--- src/dbgp_consts.svh ---
// constants of the debug test access port
`ifndef DBGP_CONSTS_SVH
`define DBGP_CONSTS_SVH

// register byte offsets
`define DBGP_OFS_CTRL    8'h00
`define DBGP_OFS_STATUS  8'h04
`define DBGP_OFS_COMM    8'h08
`define DBGP_CTRL_RST    1'h0

// instruction codes
`define DBGP_IR_W        4
`define DBGP_IR_CAPTURE  4'h1
`define DBGP_IR_DEFAULT  4'hF
`define DBGP_IR_CPU      4'h8
`define DBGP_IR_BRK      4'h9
`define DBGP_IR_CTL      4'hA
`define DBGP_IR_COMM     4'hB

// data register lengths
`define DBGP_DR_W        73
`define DBGP_LEN_W       7
`define DBGP_LEN_CPU     7'h10
`define DBGP_LEN_BRK     7'h49
`define DBGP_LEN_CTL     7'h08
`define DBGP_LEN_COMM    7'h09
`define DBGP_LEN_ONE     7'h01

// debug control field positions
`define DBGP_CTL_HALT    0
`define DBGP_CTL_CLRBRK  1

`endif

--- src/dbgp_pkg.sv ---
// types of the debug test access port
package dbgp_pkg;

	typedef enum logic [3:0] {
		ST_RESET, ST_IDLE, ST_SEL_DR, ST_CAP_DR, ST_SHIFT_DR, ST_EXIT1_DR,
		ST_PAUSE_DR, ST_EXIT2_DR, ST_UPD_DR, ST_SEL_IR, ST_CAP_IR,
		ST_SHIFT_IR, ST_EXIT1_IR, ST_PAUSE_IR, ST_EXIT2_IR, ST_UPD_IR
	} dbgp_state_t;

	// breakpoint configuration, bp0 in the low bits
	typedef struct packed {
		logic        mask_mode;
		logic        bp3_data;
		logic        bp2_data;
		logic [3:0]  en;
		logic        step;
		logic        flow;
		logic [15:0] bp3;
		logic [15:0] bp2;
		logic [15:0] bp1;
		logic [15:0] bp0;
	} dbgp_bp_cfg_t;

	// what the cpu shows to the breakpoint unit
	typedef struct packed {
		logic [15:0] pc;
		logic        fetch;
		logic [15:0] daddr;
		logic        daccess;
		logic        flow_change;
		logic        step_done;
	} dbgp_cpu_obs_t;

endpackage

--- src/dbgp_tap_port.sv ---
// debug test access port: tap controller, debug chains, apb registers
//
// How it works
// four pins tms, tck, tdi, tdo; no test reset pin.
// enable fuse unprogrammed: pins are general purpose, tap held in reset.
// fuse programmed, disable bit clear: pull tap inputs high, port on.
// tdo is not driven outside the shift states.
// sixteen-state controller stepped by tms at each rising tck edge.
// after power-on reset the controller sits in test-logic-reset.
// every shift register moves its lsb in and out first.
// controller drives tms 1,1,0,0 from idle to reach shift-ir.
// 4-bit instruction; msb taken on the edge that leaves shift-ir.
// while shifting the instruction, tdo gives captured value 0x01.
// instruction latched in update-ir, then selects the data register.
// controller drives tms 1,0,0 from idle to reach shift-dr.
// data shift outputs the values captured in capture-dr.
// latched data register outputs change only in update-dr; the halt bit also clears whenever debug is not allowed.
// five tck periods of tms high always reach test-logic-reset.
// cpu instruction executes in idle; idle not needed before data scan.
// cpu runs scanned instructions; results come back through comm byte.
// flow, step, two program and two combined breakpoints, range option.
// debug works only with both fuses programmed and no lock bit; a break flag set earlier stays set, holding cpu_halt_req and break_hit high.
// codes 8 to B are the private debug instructions.
// debugger watches and may pull the open-collector reset line; this port has no reset line pin.
// tdo changes on the falling tck edge.
`include "dbgp_consts.svh"
`timescale 1ns/1ps
`default_nettype none

module dbgp_tap_port
	import dbgp_pkg::*;
#(
	parameter int INSN_W = 16
)
(
	input  wire logic                  pclk,
	input  wire logic                  presetn,
	input  wire logic                  psel,
	input  wire logic                  penable,
	input  wire logic                  pwrite,
	input  wire logic [7:0]            paddr,
	input  wire logic [31:0]           pwdata,
	output var  logic [31:0]           prdata,
	output var  logic                  pready,
	output var  logic                  pslverr,
	input  wire logic                  tck_pin,
	input  wire logic                  tms_pin,
	input  wire logic                  tdi_pin,
	output var  logic                  tdo_o,
	output var  logic                  tdo_oe,
	output var  logic                  tap_pullup_en,
	output var  logic                  tap_pins_gpio,
	input  wire logic                  debug_port_enable_fuse,
	input  wire logic                  onchip_debug_enable_fuse,
	input  wire logic                  lock_bit_set,
	input  wire dbgp_pkg::dbgp_cpu_obs_t cpu_obs,
	output var  logic [INSN_W-1:0]     cpu_insn,
	output var  logic                  cpu_insn_valid,
	output var  logic                  cpu_halt_req,
	output var  logic                  break_hit
);
	import dbgp_pkg::*;

	// only the 16-bit cpu chain is built
	if (INSN_W != `DBGP_LEN_CPU)
	begin : g_insn_w_check
		$error("cpu instruction chain must be 16 bits");
	end

	// ----------------------------------------------------------------
	// pin synchronisers and tck edges
	// ----------------------------------------------------------------
	logic [5:0] sync1_reg;
	logic [5:0] sync2_reg;
	logic       tck_prev_reg;

	always_ff @(posedge pclk or negedge presetn)
	begin
		if (!presetn)
		begin
			sync1_reg <= 6'h00;
			sync2_reg <= 6'h00;
			tck_prev_reg <= 1'h0;
		end
		else
		begin
			sync1_reg <= {lock_bit_set, onchip_debug_enable_fuse,
				debug_port_enable_fuse, tdi_pin, tms_pin, tck_pin};
			sync2_reg <= sync1_reg;
			tck_prev_reg <= sync2_reg[0];
		end
	end

	logic tck_s, tms_s, tdi_s, tck_rise, tck_fall;
	logic port_en, debug_ok, ctrl_disable_reg;
	assign tck_s    = sync2_reg[0];
	assign tms_s    = sync2_reg[1];
	assign tdi_s    = sync2_reg[2];
	assign tck_rise = tck_s & ~tck_prev_reg;
	assign tck_fall = ~tck_s & tck_prev_reg;
	assign port_en  = sync2_reg[3] & ~ctrl_disable_reg;
	assign debug_ok = port_en & sync2_reg[4] & ~sync2_reg[5];

	// ----------------------------------------------------------------
	// tap controller
	// ----------------------------------------------------------------
	function automatic dbgp_state_t next_state(dbgp_state_t s, logic m);
		case (s)
			ST_RESET:    next_state = m ? ST_RESET    : ST_IDLE;
			ST_IDLE:     next_state = m ? ST_SEL_DR   : ST_IDLE;
			ST_SEL_DR:   next_state = m ? ST_SEL_IR   : ST_CAP_DR;
			ST_CAP_DR:   next_state = m ? ST_EXIT1_DR : ST_SHIFT_DR;
			ST_SHIFT_DR: next_state = m ? ST_EXIT1_DR : ST_SHIFT_DR;
			ST_EXIT1_DR: next_state = m ? ST_UPD_DR   : ST_PAUSE_DR;
			ST_PAUSE_DR: next_state = m ? ST_EXIT2_DR : ST_PAUSE_DR;
			ST_EXIT2_DR: next_state = m ? ST_UPD_DR   : ST_SHIFT_DR;
			ST_UPD_DR:   next_state = m ? ST_SEL_DR   : ST_IDLE;
			ST_SEL_IR:   next_state = m ? ST_RESET    : ST_CAP_IR;
			ST_CAP_IR:   next_state = m ? ST_EXIT1_IR : ST_SHIFT_IR;
			ST_SHIFT_IR: next_state = m ? ST_EXIT1_IR : ST_SHIFT_IR;
			ST_EXIT1_IR: next_state = m ? ST_UPD_IR   : ST_PAUSE_IR;
			ST_PAUSE_IR: next_state = m ? ST_EXIT2_IR : ST_PAUSE_IR;
			ST_EXIT2_IR: next_state = m ? ST_UPD_IR   : ST_SHIFT_IR;
			ST_UPD_IR:   next_state = m ? ST_SEL_DR   : ST_IDLE;
			default:     next_state = ST_RESET;
		endcase
	endfunction

	dbgp_state_t state_reg;

	always_ff @(posedge pclk or negedge presetn)
	begin
		if (!presetn)
			state_reg <= ST_RESET;
		else if (!port_en)
			state_reg <= ST_RESET;
		else if (tck_rise)
			state_reg <= next_state(state_reg, tms_s);
	end

	// ----------------------------------------------------------------
	// instruction register
	// ----------------------------------------------------------------
	logic [3:0] ir_sh_reg;
	logic [3:0] ir_reg;

	always_ff @(posedge pclk or negedge presetn)
	begin
		if (!presetn)
		begin
			ir_sh_reg <= `DBGP_IR_CAPTURE;
			ir_reg <= `DBGP_IR_DEFAULT;
		end
		else if (state_reg == ST_RESET)
			ir_reg <= `DBGP_IR_DEFAULT;
		else if (tck_rise)
		begin
			case (state_reg)
				ST_CAP_IR:   ir_sh_reg <= `DBGP_IR_CAPTURE;
				ST_SHIFT_IR: ir_sh_reg <= {tdi_s, ir_sh_reg[3:1]};
				ST_UPD_IR:   ir_reg <= ir_sh_reg;
				default:     ir_sh_reg <= ir_sh_reg;
			endcase
		end
	end

	// ----------------------------------------------------------------
	// data register path
	// ----------------------------------------------------------------
	// private codes open only when debug is allowed, else one-bit stage
	function automatic logic [`DBGP_LEN_W-1:0] dr_len(logic [3:0] ir,
		logic ok);
		if (!ok)
			dr_len = `DBGP_LEN_ONE;
		else
			case (ir)
				`DBGP_IR_CPU:  dr_len = `DBGP_LEN_CPU;
				`DBGP_IR_BRK:  dr_len = `DBGP_LEN_BRK;
				`DBGP_IR_CTL:  dr_len = `DBGP_LEN_CTL;
				`DBGP_IR_COMM: dr_len = `DBGP_LEN_COMM;
				default:       dr_len = `DBGP_LEN_ONE;
			endcase
	endfunction

	function automatic logic [`DBGP_DR_W-1:0] shift_in(
		logic [`DBGP_DR_W-1:0] sh, logic [`DBGP_LEN_W-1:0] len, logic b);
		logic [`DBGP_DR_W-1:0] s;
		s = sh >> 1;
		s[len - `DBGP_LEN_W'(1)] = b;
		shift_in = s;
	endfunction

	logic [`DBGP_LEN_W-1:0] len;
	logic [3:0]             dr_sel;
	assign len    = dr_len(ir_reg, debug_ok);
	assign dr_sel = (len == `DBGP_LEN_ONE) ? `DBGP_IR_DEFAULT : ir_reg;

	logic [`DBGP_DR_W-1:0] dr_sh_reg;
	logic [INSN_W-1:0]     insn_reg;
	logic                  insn_pend_reg;
	dbgp_bp_cfg_t          bp_cfg_reg;
	logic                  halt_reg;
	logic                  brk_flag_reg;
	logic [7:0]            comm_reg;
	logic                  comm_dirty_reg;
	logic                  upd_ctl, upd_comm_cap, brk_event;

	assign upd_ctl = tck_rise && state_reg == ST_UPD_DR
		&& dr_sel == `DBGP_IR_CTL;
	assign upd_comm_cap = tck_rise && state_reg == ST_CAP_DR
		&& dr_sel == `DBGP_IR_COMM;

	always_ff @(posedge pclk or negedge presetn)
	begin
		if (!presetn)
			dr_sh_reg <= '0;
		else if (tck_rise && state_reg == ST_CAP_DR)
		begin
			case (dr_sel)
				`DBGP_IR_CPU:  dr_sh_reg <= `DBGP_DR_W'(insn_reg);
				`DBGP_IR_BRK:  dr_sh_reg <= bp_cfg_reg;
				`DBGP_IR_CTL:  dr_sh_reg <= `DBGP_DR_W'({insn_pend_reg,
					halt_reg, brk_flag_reg});
				`DBGP_IR_COMM: dr_sh_reg <= `DBGP_DR_W'({comm_dirty_reg,
					comm_reg});
				default:       dr_sh_reg <= '0;
			endcase
		end
		else if (tck_rise && state_reg == ST_SHIFT_DR)
			dr_sh_reg <= shift_in(dr_sh_reg, len, tdi_s);
	end

	// cpu instruction chain: loaded in update-dr, issued in idle
	always_ff @(posedge pclk or negedge presetn)
	begin
		if (!presetn)
		begin
			insn_reg <= '0;
			insn_pend_reg <= 1'h0;
			cpu_insn <= '0;
			cpu_insn_valid <= 1'h0;
		end
		else
		begin
			cpu_insn_valid <= 1'h0;
			if (!debug_ok)
				insn_pend_reg <= 1'h0;
			else if (tck_rise && state_reg == ST_UPD_DR
				&& dr_sel == `DBGP_IR_CPU)
			begin
				insn_reg <= dr_sh_reg[INSN_W-1:0];
				insn_pend_reg <= 1'h1;
			end
			else if (insn_pend_reg && state_reg == ST_IDLE)
			begin
				cpu_insn <= insn_reg;
				cpu_insn_valid <= 1'h1;
				insn_pend_reg <= 1'h0;
			end
		end
	end

	// breakpoint configuration chain
	always_ff @(posedge pclk or negedge presetn)
	begin
		if (!presetn)
			bp_cfg_reg <= '0;
		else if (tck_rise && state_reg == ST_UPD_DR
			&& dr_sel == `DBGP_IR_BRK)
			bp_cfg_reg <= dr_sh_reg;
	end

	// ----------------------------------------------------------------
	// breakpoint unit
	// ----------------------------------------------------------------
	// bp2/bp3 match program or data; in mask mode bp3 masks bp2
	logic hit0, hit1, hit2, hit3, hit_rng, a2, a3;
	logic [15:0] addr2, addr3;
	assign addr2 = bp_cfg_reg.bp2_data ? cpu_obs.daddr : cpu_obs.pc;
	assign addr3 = bp_cfg_reg.bp3_data ? cpu_obs.daddr : cpu_obs.pc;
	assign a2 = bp_cfg_reg.bp2_data ? cpu_obs.daccess : cpu_obs.fetch;
	assign a3 = bp_cfg_reg.bp3_data ? cpu_obs.daccess : cpu_obs.fetch;
	assign hit0 = bp_cfg_reg.en[0] && cpu_obs.fetch
		&& cpu_obs.pc == bp_cfg_reg.bp0;
	assign hit1 = bp_cfg_reg.en[1] && cpu_obs.fetch
		&& cpu_obs.pc == bp_cfg_reg.bp1;
	assign hit2 = bp_cfg_reg.en[2] && a2 && !bp_cfg_reg.mask_mode
		&& addr2 == bp_cfg_reg.bp2;
	assign hit3 = bp_cfg_reg.en[3] && a3 && !bp_cfg_reg.mask_mode
		&& addr3 == bp_cfg_reg.bp3;
	assign hit_rng = bp_cfg_reg.en[2] && a2 && bp_cfg_reg.mask_mode
		&& (addr2 & bp_cfg_reg.bp3) == (bp_cfg_reg.bp2 & bp_cfg_reg.bp3);
	assign brk_event = debug_ok && (hit0 || hit1 || hit2 || hit3 || hit_rng
		|| (bp_cfg_reg.flow && cpu_obs.flow_change)
		|| (bp_cfg_reg.step && cpu_obs.step_done));

	always_ff @(posedge pclk or negedge presetn)
	begin
		if (!presetn)
		begin
			brk_flag_reg <= 1'h0;
			halt_reg <= 1'h0;
		end
		else
		begin
			// a new break wins over a clear in the same cycle
			if (brk_event)
				brk_flag_reg <= 1'h1;
			else if (upd_ctl && dr_sh_reg[`DBGP_CTL_CLRBRK])
				brk_flag_reg <= 1'h0;
			if (!debug_ok)
				halt_reg <= 1'h0;
			else if (upd_ctl)
				halt_reg <= dr_sh_reg[`DBGP_CTL_HALT];
		end
	end

	// ----------------------------------------------------------------
	// tdo and pin control
	// ----------------------------------------------------------------
	always_ff @(posedge pclk or negedge presetn)
	begin
		if (!presetn)
		begin
			tdo_o <= 1'h0;
			tdo_oe <= 1'h0;
			tap_pullup_en <= 1'h0;
			tap_pins_gpio <= 1'h1;
			cpu_halt_req <= 1'h0;
			break_hit <= 1'h0;
		end
		else
		begin
			tap_pullup_en <= port_en;
			tap_pins_gpio <= ~sync2_reg[3];
			cpu_halt_req <= halt_reg | brk_flag_reg;
			break_hit <= brk_flag_reg;
			if (!port_en)
				tdo_oe <= 1'h0;
			else if (tck_fall)
			begin
				case (state_reg)
					ST_SHIFT_IR:
					begin
						tdo_o <= ir_sh_reg[0];
						tdo_oe <= 1'h1;
					end
					ST_SHIFT_DR:
					begin
						tdo_o <= dr_sh_reg[0];
						tdo_oe <= 1'h1;
					end
					default:
						tdo_oe <= 1'h0;
				endcase
			end
		end
	end

	// ----------------------------------------------------------------
	// apb slave
	// ----------------------------------------------------------------
	logic apb_wr;
	assign apb_wr = psel & penable & pready & pwrite;

	always_ff @(posedge pclk or negedge presetn)
	begin
		if (!presetn)
		begin
			pready <= 1'h0;
			prdata <= 32'h0000_0000;
			pslverr <= 1'h0;
		end
		else
		begin
			pready <= psel & ~penable;
			pslverr <= psel & ~penable & paddr != `DBGP_OFS_CTRL
				& paddr != `DBGP_OFS_STATUS & paddr != `DBGP_OFS_COMM;
			prdata <= 32'h0000_0000;
			if (psel && !penable && !pwrite)
			begin
				case (paddr)
					`DBGP_OFS_CTRL:   prdata <= 32'(ctrl_disable_reg);
					`DBGP_OFS_STATUS: prdata <= 32'({brk_flag_reg,
						debug_ok, port_en, ir_reg, state_reg});
					`DBGP_OFS_COMM:   prdata <= 32'({comm_dirty_reg,
						comm_reg[6:0]});
					default:          prdata <= 32'h0000_0000;
				endcase
			end
		end
	end

	always_ff @(posedge pclk or negedge presetn)
	begin
		if (!presetn)
		begin
			ctrl_disable_reg <= `DBGP_CTRL_RST;
			comm_reg <= 8'h00;
			comm_dirty_reg <= 1'h0;
		end
		else
		begin
			if (apb_wr && paddr == `DBGP_OFS_CTRL)
				ctrl_disable_reg <= pwdata[0];
			// cpu write sets dirty and wins over a debugger capture
			if (apb_wr && paddr == `DBGP_OFS_COMM)
			begin
				comm_reg <= pwdata[7:0];
				comm_dirty_reg <= 1'h1;
			end
			else if (upd_comm_cap)
				comm_dirty_reg <= 1'h0;
		end
	end

endmodule

`default_nettype wire

--- config.mk ---
export PLATFORM = sky130hd
export DESIGN_NAME = dbgp_tap_port
export DESIGN_NICKNAME = d
export VERILOG_FILES = /design/src/dbgp_pkg.sv /design/src/dbgp_tap_port.sv
export VERILOG_INCLUDE_DIRS = /design/src
export SDC_FILE = /design/constraint.sdc
export NUM_CORES = 1
export LEC_CHECK = 0
export BUFFER_PORTS_ARGS = -buffer_cell sky130_fd_sc_hd__buf_2
export CORE_MARGIN = 2
export CORE_UTILIZATION = 59
export DETAILED_ROUTE_END_ITERATION = 8
export PLACE_DENSITY = 0.81
export SYNTH_ARGS = -nofsm -noshare
export SYNTH_HDL_FRONTEND = slang
export SYNTH_SLANG_ARGS = --single-unit
--- constraint.sdc ---
create_clock -name pclk -period 2.8 [get_ports pclk]
set_input_delay 0.42 -clock pclk [delete_from_list [all_inputs] [get_ports pclk]]
set_output_delay 0.42 -clock pclk [all_outputs]
set_load 0.03 [all_outputs]
==> reports/metrics.yaml <==
outcome:
  status: "completed"
die:
  die_y_um: 146
  coreArea_mm2: 0.0197
  initial_utilization_pct: 60.6
  dieArea_mm2: 0.0213
  rows: 51
  die_w_um: 146
  ios: 144
power_and_ir_drop:
  p_int_mw: 5.75
  p_per_area_mw_per_mm2: 543
  pwr-share-comb_pct: 5.1
  p_sw_share_pct: 22.4
  leakagePower_nw: 6.22
  p_total_mw: 7.41
  switchingPower_mw: 1.66
  p_clk_share_pct: 47.7
  pwr-share-seq_pct: 47.2
  vdd_drop_max_mv: 0.407
global_routing:
  overflow: 0
  grt_pass1_wl_um: 47100
  grt_usage_pct: 27.3
  grt_max_degree: 111
  grt_pass1_vias: 8777
  antenna_found_initial: 0
final_layout:
  layout_common_cells: "dfrtp_1 (230), nand2_1 (141), buf_2 (97), nor2_1 (95)"
  drive_gt1_share_pct: 24.8
  layout_commonest_cell: "dfrtp_1"
  diodes: 0
  area_growth_pct: 14.4
  fin_cells: 1491
  nNetsFinal: 1296
placed_design:
  numPortBuffers: 98
  placedCellCount: 1435
  dp_hpwl_um: 19800
  globalplace.congestion: 0.934
routing:
  wl_per_cell_um: 19.8
  firstDrtPassIters: 5
  routed_wl_um: 29500
  final_antenna_net_count: 0
  via_per_inst: 6.02
  vias: 8979
  drc: 0
  detailedRoute.firstIterationViolations: 798
worst_setup_path:
  cp-end-kind: "register"
  rr_endpoint: "bp_cfg_reg[54]$_DFFE_PN0P_"
  cp.required_ps: 3200
  critPathArrivalTime_ps: 3120
  reg2regPathDepth: 10
  rr_startpoint: "ctrl_disable_reg$_DFFE_PN0P_"
  r2r_slack_ps: 70
  critical_path.startpoint_type: "register"
  worstSetupPathType: "register to register"
  crit_fanout: 23
sta:
  relSlewSlack_pct: 49.1
  setup_viol: 0
  finClkSkew_ps: 13.2
  rsz0062_at_grt: "yes"
  slew_violations: 0
  min_period_ps: 2730
  min_period_over_period_pct: 97.4
  hold_viol_final: 0
  tightestPinTransition_ps: 764
  hold_slack_ps: 19.0
  fmax_ghz: 0.367
  tns_ps: 0
synth:
  postSynthAreaPerCell_um2: 10.8
  ys_seq_area_share_pct: 49.6
  async_reset_ff_share_pct: 100
  yosysUniqueCellTypes: 67
  synth_edf_count: 0
  netlist_area_mm2: 0.0119
  yosys_register_bits: 236
  netlist_instances: 1107
  synthFlopType: "dfrtp_1"
  synth_warnings: 0
min_path:
  min_path_type: "primary input to register"
  hold_end: "sync1_reg[3]$_DFF_PN0_"
  worstHoldStart: "debug_port_enable_fuse"
  hold_path_depth: 1
clock_tree:
  ctsHtreeMaxLevel: 1
  clockBufferDepth: 3
  cts_tree: "yes"
  numCtsBuffers: 25
  worstSkewPairLatency_ps: 520
  clk_pin_slew_ps: 60
  cts_root_buffer: "clkbuf_16"
  cts_sinks: 236
job:
  max_cap_violations: 0
==> stage by stage <==
stage / utilization [%] / worst slack, ps / cell area, um^2
floorplan: - / 234 / 12000
finish: 69.4 / 73.5 / 13600
global placement: 64.2 / 135 / 12600
global route: 69.4 / -41.2 / 13600
detailed placement: 64.2 / 61.9 / 12600
CTS: 69.0 / 32.7 / 13600
==> cell families (layout without fill, tap and decap cells) <==
kind of cell	count (synthesis)	in the layout	share of synthesized area (%)
multiplexers	145	145	15.5
other	1	21	0.0315
flip-flops	236	236	49.6
buffers and inverters	104	203	5.68
XOR/XNOR	65	65	4.78
AND/OR/NAND/NOR	383	383	14.8
AO/OA/AOI/OAI	171	171	9.39
adder cells (fa/ha/maj)	2	2	0.210
==> area by class of cell <==
type                    count  area (um^2)
clock buffers              32          712
clock inverters            14          180
fillers                  1444         6020
inverters                  12         45.0
multi-input cells         787         5430
flip-flops and latches    236         5910
well taps                 265          332
repair buffers            145         1020
==> timing repair <==
| item | 4_1_cts | 5_1_grt |
|---|---|---|
| gates resized for setup | 0 | 7 |
| setup buffers | 0 | 3 |
| hold endpoints to repair | 75 | 0 |
| hold buffers | 6 | 0 |
| setup endpoints to repair | 0 | 116 |
==> synth_stat cells, types with 4 or more instances <==
master / count / area [um^2]
a31oi_1: 55 / 344
nor3_1: 16 / 80.1
buf_12: 9 / 180
a21oi_1: 31 / 155
a221o_1: 5 / 50.1
nand4_1: 7 / 43.8
nand2b_1: 6 / 37.5
clkbuf_1: 26 / 97.6
a222oi_1: 6 / 60.1
nand3_1: 70 / 350
mux2i_1: 43 / 430
buf_1: 7 / 26.3
xor2_1: 33 / 289
inv_1: 11 / 41.3
a221oi_1: 5 / 43.8
nor2_1: 96 / 360
and3_1: 5 / 31.3
dfstp_2: 6 / 158
nand2_1: 142 / 533
xnor2_1: 32 / 280
o21ai_0: 26 / 130
mux2_1: 9 / 101
dfrtp_1: 230 / 5760
buf_4: 26 / 195
a22oi_1: 19 / 143
mux2_2: 23 / 259
nor4_1: 14 / 87.6
mux2_4: 70 / 1050
nor2b_1: 4 / 25.0
buf_2: 21 / 105
==> routing by layer <==
layer  up-vias  wire length (um)  GRT usage, %
met5         -                 0             0
met4         0               964          7.82
met3        74              1740          3.75
met2       358             14400          45.4
met1      4472             12400          37.9
li1       4075                 -             -
==> power by group through the flow <==
| stage | logic, mW | registers, mW | clock network, mW |
|---|---|---|---|
| floorplan | 0.197 | 3.55 | 0 |
| global placement | 0.359 | 3.55 | 0 |
| detailed placement | 0.367 | 3.56 | 0 |
| CTS | 0.377 | 3.49 | 3.58 |
| global route | 0.417 | 3.50 | 3.71 |
| finish | 0.377 | 3.50 | 3.53 |
==> critical path: stages (launching register included) <==
cell and delay, ps:
dfrtp_1 420, and4bb_4 400, nand2_1 90, nor2_2 110, inv_1 50, ha_1 250, a21oi_2 190, and3b_2 270
and2_4 240, buf_12 230, mux2_4 320
==> worst max path at each step <==
stage	from	end	slack [ps]	cells after the start
floorplan	ir_reg[3]$_DFFE_PN1P_	bp_cfg_reg[0]$_DFFE_PN0P_	230	12
CTS	ctrl_disable_reg$_DFFE_PN0P_	dr_sh_reg[50]$_DFFE_PN0P_	30	11
global placement	ctrl_disable_reg$_DFFE_PN0P_	bp_cfg_reg[12]$_DFFE_PN0P_	130	10
global route	ctrl_disable_reg$_DFFE_PN0P_	bp_cfg_reg[54]$_DFFE_PN0P_	-40	10
finish	ctrl_disable_reg$_DFFE_PN0P_	bp_cfg_reg[54]$_DFFE_PN0P_	70	10
detailed placement	ctrl_disable_reg$_DFFE_PN0P_	dr_sh_reg[31]$_DFFE_PN0P_	60	10
(Power assumes the default switching activity.)
